===== config.mk =====
export PLATFORM = sky130hd
export DESIGN_NAME = ppfs_top
export DESIGN_NICKNAME = d
export VERILOG_FILES = /design/src/include/ppfs_pkg.sv /design/src/core/ppfs_top.sv
export SDC_FILE = /design/constraint.sdc
export NUM_CORES = 1
export LEC_CHECK = 0
export BUFFER_PORTS_ARGS = -buffer_cell sky130_fd_sc_hd__buf_2
export CAP_MARGIN = 20
export CORE_MARGIN = 2
export CORE_UTILIZATION = 57
export CTS_BUF_LIST = sky130_fd_sc_hd__clkbuf_8 sky130_fd_sc_hd__clkbuf_16
export CTS_CLUSTER_DIAMETER = 100
export DETAILED_ROUTE_END_ITERATION = 16
export GPL_ROUTABILITY_DRIVEN = 0
export PLACE_DENSITY = 0.9
export SYNTH_ARGS = -nofsm -noshare
export SYNTH_HDL_FRONTEND = slang
export SYNTH_SLANG_ARGS = --single-unit
export TNS_END_PERCENT = 50

===== constraint.sdc =====
create_clock -name clk_sys -period 3.8 [get_ports clk_sys]
set_input_delay 0.76 -clock clk_sys [delete_from_list [all_inputs] [get_ports clk_sys]]
set_output_delay 0.76 -clock clk_sys [all_outputs]
set_load 0.02 [all_outputs]

===== src/include/ppfs_pkg.sv =====
package ppfs_pkg;
  // ---------------------------------------------------------------
  // register byte addresses
  // ---------------------------------------------------------------
  localparam logic [7:0] PPFS_A_P0_DATA  = 8'h00;
  localparam logic [7:0] PPFS_A_P1_DATA  = 8'h04;
  localparam logic [7:0] PPFS_A_P0_DIR   = 8'h08;
  localparam logic [7:0] PPFS_A_P1_DIR   = 8'h0C;
  localparam logic [7:0] PPFS_A_P3_DIR   = 8'h10;
  localparam logic [7:0] PPFS_A_P4_DIR   = 8'h14;
  localparam logic [7:0] PPFS_A_PROTECT  = 8'h18;
  localparam logic [7:0] PPFS_A_CONV     = 8'h1C;
  localparam logic [7:0] PPFS_A_KEY_EN   = 8'h20;
  localparam logic [7:0] PPFS_A_PULLUP   = 8'h24;
  // ---------------------------------------------------------------
  // widths and field layout
  // ---------------------------------------------------------------
  localparam int         PPFS_AW         = 8;
  localparam int         PPFS_P0_W       = 8;
  localparam int         PPFS_P1_W       = 4;
  localparam int         PPFS_AN_W       = 12;
  localparam int         PPFS_P1_AN_BASE = 8;
  localparam int         PPFS_P1_CH_BASE = 4;
  localparam int         PPFS_P0_CH_TOP  = 7;
  localparam int         PPFS_UNLOCK_BIT = 2;
  localparam int         PPFS_GSEL_BIT   = 4;
  localparam int         PPFS_PU_P0_LO   = 0;
  localparam int         PPFS_PU_P0_HI   = 1;
  localparam int         PPFS_PU_P1_LO   = 2;
  localparam int         PPFS_NIBBLE     = 4;
  // implemented direction bits; others read as zero
  localparam logic [7:0] PPFS_P3_MASK    = 8'hBB;
  localparam logic [7:0] PPFS_P4_MASK    = 8'h38;
  localparam logic [7:0] PPFS_RST8       = 8'h00;
  localparam logic [1:0] PPFS_OKAY       = 2'h0;
  localparam logic [1:0] PPFS_SLVERR     = 2'h2;
endpackage

===== src/core/ppfs_top.sv =====
`timescale 1ns/1ps
// Function
// - port 3 direction bits 2 and 6 absent: read zero, writes ignored.
// - port 4 direction bits 0-2, 6, 7 absent: read zero, writes ignored.
// - port 0 direction written only by the write right after setting unlock.
// - port 0 pin 0 is analog 7 for dir 0, channel 111, group 0.
// - group 0, dir 0: channels 110/101/100 route port 0 pins 1-3 to 6-4.
// - group 0, dir 0: channels 011..000 route port 0 pins 4-7 to 3-0.
// - group 1, dir 0, key enable clear: channels 100..111 route port 1 pins 0-3 to 8-11.
// - port 1 pins 0-3 are key inputs when dir 0 and key enable set.
// - port 0 input pull-up from nibble bit: bit 0 low, bit 1 high.
// - port 1 pins 0-3 input pull-up when pull-up bit 2 is set.
// - data read gives pin in input mode, latch in output mode.
module ppfs_top
(
  input  wire logic                           clk_sys,     // system clock
  input  wire logic                           resetn,      // async reset
  input  wire logic [ppfs_pkg::PPFS_AW-1:0]   s_awaddr,    // write address
  input  wire logic                           s_awvalid,   // write address valid
  output logic                                s_awready,   // write address ready
  input  wire logic [31:0]                    s_wdata,     // write data
  input  wire logic [3:0]                     s_wstrb,     // write strobes
  input  wire logic                           s_wvalid,    // write data valid
  output logic                                s_wready,    // write data ready
  output logic [1:0]                          s_bresp,     // write response
  output logic                                s_bvalid,    // write response valid
  input  wire logic                           s_bready,    // write response ready
  input  wire logic [ppfs_pkg::PPFS_AW-1:0]   s_araddr,    // read address
  input  wire logic                           s_arvalid,   // read address valid
  output logic                                s_arready,   // read address ready
  output logic [31:0]                         s_rdata,     // read data
  output logic [1:0]                          s_rresp,     // read response
  output logic                                s_rvalid,    // read data valid
  input  wire logic                           s_rready,    // read data ready
  input  wire logic [ppfs_pkg::PPFS_P0_W-1:0] p0_in,       // port 0 pin levels
  output logic [ppfs_pkg::PPFS_P0_W-1:0]      p0_out,      // port 0 drive value
  output logic [ppfs_pkg::PPFS_P0_W-1:0]      p0_oe,       // port 0 output enable
  output logic [ppfs_pkg::PPFS_P0_W-1:0]      p0_pullup,   // port 0 pull-up on
  input  wire logic [ppfs_pkg::PPFS_P1_W-1:0] p1_in,       // port 1 low pin levels
  output logic [ppfs_pkg::PPFS_P1_W-1:0]      p1_out,      // port 1 drive value
  output logic [ppfs_pkg::PPFS_P1_W-1:0]      p1_oe,       // port 1 output enable
  output logic [ppfs_pkg::PPFS_P1_W-1:0]      p1_pullup,   // port 1 pull-up on
  output logic [ppfs_pkg::PPFS_AN_W-1:0]      an_connect,  // analog channel routed
  output logic [ppfs_pkg::PPFS_P1_W-1:0]      key_in       // key inputs, filtered
);
  import ppfs_pkg::*;

  // ---------------------------------------------------------------
  // registers
  // ---------------------------------------------------------------
  logic [PPFS_P0_W-1:0] port0_latch_q;
  logic [PPFS_P1_W-1:0] port1_latch_q;
  logic [PPFS_P0_W-1:0] port0_direction_q;
  logic [PPFS_P1_W-1:0] port1_direction_q;
  logic [7:0]           port3_direction_q;
  logic [7:0]           port4_direction_q;
  logic                 unlock_q;
  logic [7:0]           conv_ctrl_q;
  logic [PPFS_P1_W-1:0] key_enable_q;
  logic [2:0]           pullup_control_q;
  logic                 aw_have_q;
  logic                 w_have_q;
  logic [PPFS_AW-1:0]   waddr_q;
  logic [7:0]           wbyte_q;
  logic                 wlane_q;
  logic [PPFS_P0_W-1:0] p0_s1_q, p0_s2_q, p0_s3_q, p0_pin_q;
  logic [PPFS_P1_W-1:0] p1_s1_q, p1_s2_q, p1_s3_q, p1_pin_q;
  logic                 do_write;
  logic [2:0]           ch_sel;
  logic                 gsel;

  assign do_write = aw_have_q && w_have_q && !s_bvalid;
  assign ch_sel   = conv_ctrl_q[2:0];
  assign gsel     = conv_ctrl_q[PPFS_GSEL_BIT];

  function automatic logic known(input logic [PPFS_AW-1:0] a);
    known = (a == PPFS_A_P0_DATA) || (a == PPFS_A_P1_DATA) || (a == PPFS_A_P0_DIR)
         || (a == PPFS_A_P1_DIR) || (a == PPFS_A_P3_DIR) || (a == PPFS_A_P4_DIR)
         || (a == PPFS_A_PROTECT) || (a == PPFS_A_CONV) || (a == PPFS_A_KEY_EN)
         || (a == PPFS_A_PULLUP);
  endfunction

  // ---------------------------------------------------------------
  // pin synchronisers: a change counts once stages 2 and 3 agree
  // ---------------------------------------------------------------
  always_ff @(posedge clk_sys or negedge resetn)
  begin
    if (!resetn)
    begin
      {p0_s1_q, p0_s2_q, p0_s3_q, p0_pin_q} <= '0;
      {p1_s1_q, p1_s2_q, p1_s3_q, p1_pin_q} <= '0;
    end
    else
    begin
      p0_s1_q <= p0_in;
      p0_s2_q <= p0_s1_q;
      p0_s3_q <= p0_s2_q;
      p1_s1_q <= p1_in;
      p1_s2_q <= p1_s1_q;
      p1_s3_q <= p1_s2_q;
      for (int i = 0; i < PPFS_P0_W; i++)
      begin
        if (p0_s2_q[i] == p0_s3_q[i])
          p0_pin_q[i] <= p0_s3_q[i];
      end
      for (int i = 0; i < PPFS_P1_W; i++)
      begin
        if (p1_s2_q[i] == p1_s3_q[i])
          p1_pin_q[i] <= p1_s3_q[i];
      end
    end
  end

  // ---------------------------------------------------------------
  // write channel: address and data taken in either order
  // ---------------------------------------------------------------
  always_ff @(posedge clk_sys or negedge resetn)
  begin
    if (!resetn)
    begin
      {s_awready, s_wready, aw_have_q, w_have_q, wlane_q, s_bvalid} <= '0;
      waddr_q <= '0;
      wbyte_q <= PPFS_RST8;
      s_bresp <= PPFS_OKAY;
    end
    else
    begin
      if (s_awvalid && s_awready)
      begin
        s_awready <= 1'b0;
        aw_have_q <= 1'b1;
        waddr_q   <= s_awaddr;
      end
      else if (!aw_have_q && !s_bvalid)
        s_awready <= 1'b1;
      if (s_wvalid && s_wready)
      begin
        s_wready <= 1'b0;
        w_have_q <= 1'b1;
        wbyte_q  <= s_wdata[7:0];
        wlane_q  <= s_wstrb[0];
      end
      else if (!w_have_q && !s_bvalid)
        s_wready <= 1'b1;
      if (do_write)
      begin
        aw_have_q <= 1'b0;
        w_have_q  <= 1'b0;
        s_bvalid  <= 1'b1;
        s_bresp   <= known(waddr_q) ? PPFS_OKAY : PPFS_SLVERR;
      end
      else if (s_bvalid && s_bready)
        s_bvalid <= 1'b0;
    end
  end

  // ---------------------------------------------------------------
  // register updates; only byte lane 0 carries data
  // ---------------------------------------------------------------
  always_ff @(posedge clk_sys or negedge resetn)
  begin
    if (!resetn)
    begin
      {port0_latch_q, port1_latch_q, port0_direction_q, port1_direction_q} <= '0;
      {unlock_q, key_enable_q, pullup_control_q} <= '0;
      port3_direction_q <= PPFS_RST8;
      port4_direction_q <= PPFS_RST8;
      conv_ctrl_q       <= PPFS_RST8;
    end
    else if (do_write)
    begin
      // unlock lives exactly one write: any later write drops it, except another unlock write
      unlock_q <= 1'b0;
      if (wlane_q)
      begin
        if (waddr_q == PPFS_A_P0_DATA)
          port0_latch_q <= wbyte_q;
        else if (waddr_q == PPFS_A_P1_DATA)
          port1_latch_q <= wbyte_q[PPFS_P1_W-1:0];
        else if (waddr_q == PPFS_A_P0_DIR)
        begin
          if (unlock_q)
            port0_direction_q <= wbyte_q;
        end
        else if (waddr_q == PPFS_A_P1_DIR)
          port1_direction_q <= wbyte_q[PPFS_P1_W-1:0];
        else if (waddr_q == PPFS_A_P3_DIR)
          port3_direction_q <= wbyte_q & PPFS_P3_MASK;
        else if (waddr_q == PPFS_A_P4_DIR)
          port4_direction_q <= wbyte_q & PPFS_P4_MASK;
        else if (waddr_q == PPFS_A_PROTECT)
          unlock_q <= wbyte_q[PPFS_UNLOCK_BIT];
        else if (waddr_q == PPFS_A_CONV)
          conv_ctrl_q <= wbyte_q;
        else if (waddr_q == PPFS_A_KEY_EN)
          key_enable_q <= wbyte_q[PPFS_P1_W-1:0];
        else if (waddr_q == PPFS_A_PULLUP)
          pullup_control_q <= wbyte_q[2:0];
      end
    end
  end

  // ---------------------------------------------------------------
  // read channel: one cycle from address to data
  // ---------------------------------------------------------------
  always_ff @(posedge clk_sys or negedge resetn)
  begin
    if (!resetn)
    begin
      s_arready <= 1'b0;
      s_rvalid  <= 1'b0;
      s_rdata   <= '0;
      s_rresp   <= PPFS_OKAY;
    end
    else
    begin
      if (s_arvalid && s_arready)
      begin
        s_arready <= 1'b0;
        s_rvalid  <= 1'b1;
        s_rresp   <= known(s_araddr) ? PPFS_OKAY : PPFS_SLVERR;
        s_rdata   <= '0;
        if (s_araddr == PPFS_A_P0_DATA)
          s_rdata[7:0] <= (port0_direction_q & port0_latch_q)
                        | (~port0_direction_q & p0_pin_q);
        else if (s_araddr == PPFS_A_P1_DATA)
          s_rdata[PPFS_P1_W-1:0] <= (port1_direction_q & port1_latch_q)
                                  | (~port1_direction_q & p1_pin_q);
        else if (s_araddr == PPFS_A_P0_DIR)
          s_rdata[7:0] <= port0_direction_q;
        else if (s_araddr == PPFS_A_P1_DIR)
          s_rdata[PPFS_P1_W-1:0] <= port1_direction_q;
        else if (s_araddr == PPFS_A_P3_DIR)
          s_rdata[7:0] <= port3_direction_q & PPFS_P3_MASK;
        else if (s_araddr == PPFS_A_P4_DIR)
          s_rdata[7:0] <= port4_direction_q & PPFS_P4_MASK;
        else if (s_araddr == PPFS_A_PROTECT)
          s_rdata[PPFS_UNLOCK_BIT] <= unlock_q;
        else if (s_araddr == PPFS_A_CONV)
          s_rdata[7:0] <= conv_ctrl_q;
        else if (s_araddr == PPFS_A_KEY_EN)
          s_rdata[PPFS_P1_W-1:0] <= key_enable_q;
        else if (s_araddr == PPFS_A_PULLUP)
          s_rdata[2:0] <= pullup_control_q;
      end
      else if (!s_rvalid)
        s_arready <= 1'b1;
      if (s_rvalid && s_rready)
        s_rvalid <= 1'b0;
    end
  end

  // ---------------------------------------------------------------
  // pin function selection, registered
  // ---------------------------------------------------------------
  always_ff @(posedge clk_sys or negedge resetn)
  begin
    if (!resetn)
    begin
      {p0_out, p0_oe, p0_pullup, p1_out, p1_oe, p1_pullup} <= '0;
      {an_connect, key_in} <= '0;
    end
    else
    begin
      p0_out <= port0_latch_q;
      p0_oe  <= port0_direction_q;
      p1_out <= port1_latch_q;
      p1_oe  <= port1_direction_q;
      for (int j = 0; j < PPFS_P0_W; j++)
      begin
        p0_pullup[j] <= !port0_direction_q[j] && ((j < PPFS_NIBBLE) ?
          pullup_control_q[PPFS_PU_P0_LO] : pullup_control_q[PPFS_PU_P0_HI]);
        // pin j answers channel 7-j in group 0
        an_connect[PPFS_P0_CH_TOP-j] <= !port0_direction_q[j] && !gsel
          && (ch_sel == 3'(PPFS_P0_CH_TOP - j));
      end
      for (int j = 0; j < PPFS_P1_W; j++)
      begin
        p1_pullup[j] <= !port1_direction_q[j] && pullup_control_q[PPFS_PU_P1_LO];
        // key input takes the pin whatever the converter settings
        key_in[j] <= !port1_direction_q[j] && key_enable_q[j] && p1_pin_q[j];
        an_connect[PPFS_P1_AN_BASE+j] <= !port1_direction_q[j] && gsel
          && !key_enable_q[j] && (ch_sel == 3'(PPFS_P1_CH_BASE + j));
      end
    end
  end
endmodule


==> impl_metrics.py <==
metrics = {
    "final_layout": {
        "layout-drive-gt1-share_pct": 34.0,
        "antenna-diode-count": 0,
        "finalNonFillerCells": 779,
        "area_growth_pct": 16.7,
        "num-nets-final": 691,
    },
    "global_routing": {
        "first_global_vias": 4496,
        "grt_pass1_wl_um": 23400,
        "track_usage_pct": 23.6,
        "antenna_found_initial": 0,
        "grt_max_degree": 81,
        "grt_overflow": 0,
    },
    "timing": {
        "period_share_pct": 62.2,
        "slew_viol_final": 0,
        "hold_viol_final": 0,
        "setup_viol": 0,
        "rsz0062_at_grt": "false",
        "min_period_ns": 2.36,
        "worst_pin_slew_ns": 0.743,
        "setup_tns_ns": 0,
        "skew_ns": 0.0114,
        "slew-limit-headroom_pct": 50.3,
        "worst_slack_ns": 1.44,
        "max_freq_mhz": 423,
    },
    "logic_synthesis": {
        "ys_types": 54,
        "synth_top_area_cell": "dfrtp_1",
        "synthSimpleGateAreaFrac_pct": 10.6,
        "synthCells": 507,
        "synth_edf_count": 0,
        "synth-xor-area-share_pct": 0,
        "avgSynthCellArea_um2": 13.7,
        "synthFlopType": "dfrtp_1",
        "synth_mux_area_share_pct": 12.7,
        "ys_seq_area_share_pct": 65.8,
        "synth_top_family_by_area": "multiplexers",
        "post-synth-top-area-fraction_pct": 65.8,
        "synth_area_leaders": "dfrtp_1 66%, mux2_2 10%, buf_4 2.8%, maj3_1 1.7%, mux2i_1 1.6%",
        "synth_compound_area_share_pct": 5.10,
        "yosys_warnings": 0,
        "async_reset_ff_share_pct": 100,
        "synth_seq_cells": 183,
        "synthesis.area_mm2": 0.00696,
        "synth_fa_ha_area_share_pct": 1.72,
    },
    "place": {
        "dpl_worst_slack_ns": 1.08,
        "dp.cells": 748,
        "placement.io_buffers": 110,
        "hpwl_um": 10100,
    },
    "flow_run": {
        "max_cap_violations": 0,
    },
    "critical_path": {
        "critPathLaunchType": "input pin",
        "worstPathArrival_ns": 2.67,
        "required_ns": 4.10,
        "crit_path_end_kind": "register",
        "path_max_fanout": 27,
        "crit_type": "in2reg",
    },
    "clock_tree": {
        "htree_levels": 4,
        "clkSlewWorstSetupHoldPaths_ns": 0.07,
        "holdBufCountCts": 0,
        "cts_tree": "done",
        "cts-root-buf": "clkbuf_16",
        "cts_setup_buffers": 0,
        "cts_sinks": 183,
        "cts_buffers": 17,
        "clockBufferDepth": 2,
        "post_cts_resized": 0,
        "clock_latency_ns": 0.42,
    },
    "detailed_routing": {
        "vias": 4481,
        "first_pass_iters": 5,
        "routedWlPerCell_um": 18.6,
        "antenna_left": 0,
        "drt_iter0_markers": 396,
        "drc": 0,
        "post_drt_via_cell_ratio": 5.75,
        "wirelength_um": 14500,
    },
    "floorplanning": {
        "start_util_pct": 58.2,
        "num_rows": 40,
        "die_y_um": 115,
        "pin_count": 164,
        "core_mm2": 0.0120,
        "dieArea_mm2": 0.0131,
        "die_x_um": 115,
    },
    "pwr": {
        "irDropWorstVdd_uv": 404,
        "pwr_density_cell_mw_per_mm2": 592,
        "leakage_nw": 4.03,
        "finalPower_w": 0.00481,
    },
    "hold_path": {
        "hold_path_class": "in2async",
    },
    "outcome": {
        "status": "complete, no violations",
    },
}
-- where the power goes --
| part | internal, W | switching, W |
|---|---|---|
| Combinational | 0.000288 | 0.000378 |
| Clock | 0.000949 | 0.000703 |
| Sequential | 0.00220 | 0.000291 |
-- Yosys cell counts, drive strengths merged, types with 9 or more instances --
| library cell | n |
|---|---|
| a21oi | 14 |
| mux2i | 11 |
| mux2 | 69 |
| nor2 | 21 |
| nand3 | 9 |
| nand2 | 22 |
| o21ai | 20 |
| dfrtp | 183 |
| nor4 | 10 |
| nor3 | 17 |
| maj3 | 12 |
| clkbuf | 10 |
| nor2b | 17 |
| buf | 33 |
-- cell usage in the layout (no fill, tap or decap), types with 2 or more instances in the layout --
cell type,count
or3_1,2
and3_1,3
nand2_1,22
a32oi_1,2
mux2i_1,11
a211oi_1,2
a21oi_1,14
or4_1,3
inv_1,4
maj3_1,12
buf_2,109
clkinv_2,3
nor3_1,14
nand3_1,8
o21ai_1,4
nand2b_1,7
and3b_1,4
clkbuf_16,17
o221ai_1,2
nand4_1,4
mux2_2,64
o21ai_0,15
a311oi_1,2
clkinvlp_4,5
conb_1,26
dfrtp_1,183
clkbuf_8,3
nor2b_1,17
nor3_4,2
nor4_1,10
nor2_1,20
nor4b_1,2
mux2_1,5
o21a_1,2
a22oi_1,3
-- area by class of cell --
type | instances | area (um2)
flip-flops and latches | 183 | 4580
fillers | 816 | 3830
multi-input cells | 302 | 2200
repair buffers | 112 | 584
clock buffers | 20 | 467
well taps | 147 | 184
clock inverters | 11 | 100
inverters | 4 | 15.0
-- critical path, cell delays in order --
cell	delay (ns)
buf_2	0.27
or4_1	0.65
nor3_2	0.49
nand2_1	0.18
a22oi_1	0.22
o21ai_2	0.08
-- routing by layer --
| metal | vias to the layer above | wire, um | track usage (%) |
|---|---|---|---|
| met5 | - | 0 | 0 |
| met4 | 0 | 251 | 7.64 |
| met3 | 21 | 976 | 5.93 |
| met2 | 210 | 7280 | 38.4 |
| met1 | 2267 | 5950 | 31.4 |
| li1 | 1983 | - | - |
-- sequential cells by signal (all words and copies together) (netlist names), 6 cells and up --
name               count
an_connect            12
conv_ctrl_q            8
p0_oe                  8
p0_out                 8
p0_pin_q               8
p0_pullup              8
p0_s1_q                8
p0_s2_q                8
p0_s3_q                8
port0_direction_q      8
port0_latch_q          8
s_rdata                8
waddr_q                8
wbyte_q                8
port3_direction_q      6
-- cells by family after synthesis --
kind of cell               count (synthesis)
DFF                                      183
and+or+nand+nor                          128
muxes                                     80
AOI/OAI and AO/OA                         56
buffers and inverters                     47
adders and majority gates                 12
other                                      1
-- stage by stage --
step	util [%]	hold WS [ns]	area (um2)
after floorplan	-	0.331	7060
after detailed placement	63.2	0.336	7560
after CTS	67.9	0.312	8130
after global routing	67.9	0.340	8130
final	67.9	0.305	8130
after global placement	63.2	0.332	7560
-- final timing paths --
kind | cells past startpoint | slack, ns | startpoint | end
setup reg to reg | 5 | 1.52 | waddr_q[1] | port0_latch_q[7]
max in group asynchronous | 2 | 2.55 | resetn | p0_pullup[4]
hold / removal | 1 | 0.31 | resetn | wbyte_q[2]
min in group clk_sys | 0 | 0.35 | p1_s1_q[3] | p1_s2_q[3]
setup / recovery | 6 | 1.44 | s_araddr[2] | s_rdata[1]
hold reg to reg | 0 | 0.35 | p1_s1_q[3] | p1_s2_q[3]
No activity file was read; power rests on OpenSTA's default activity.
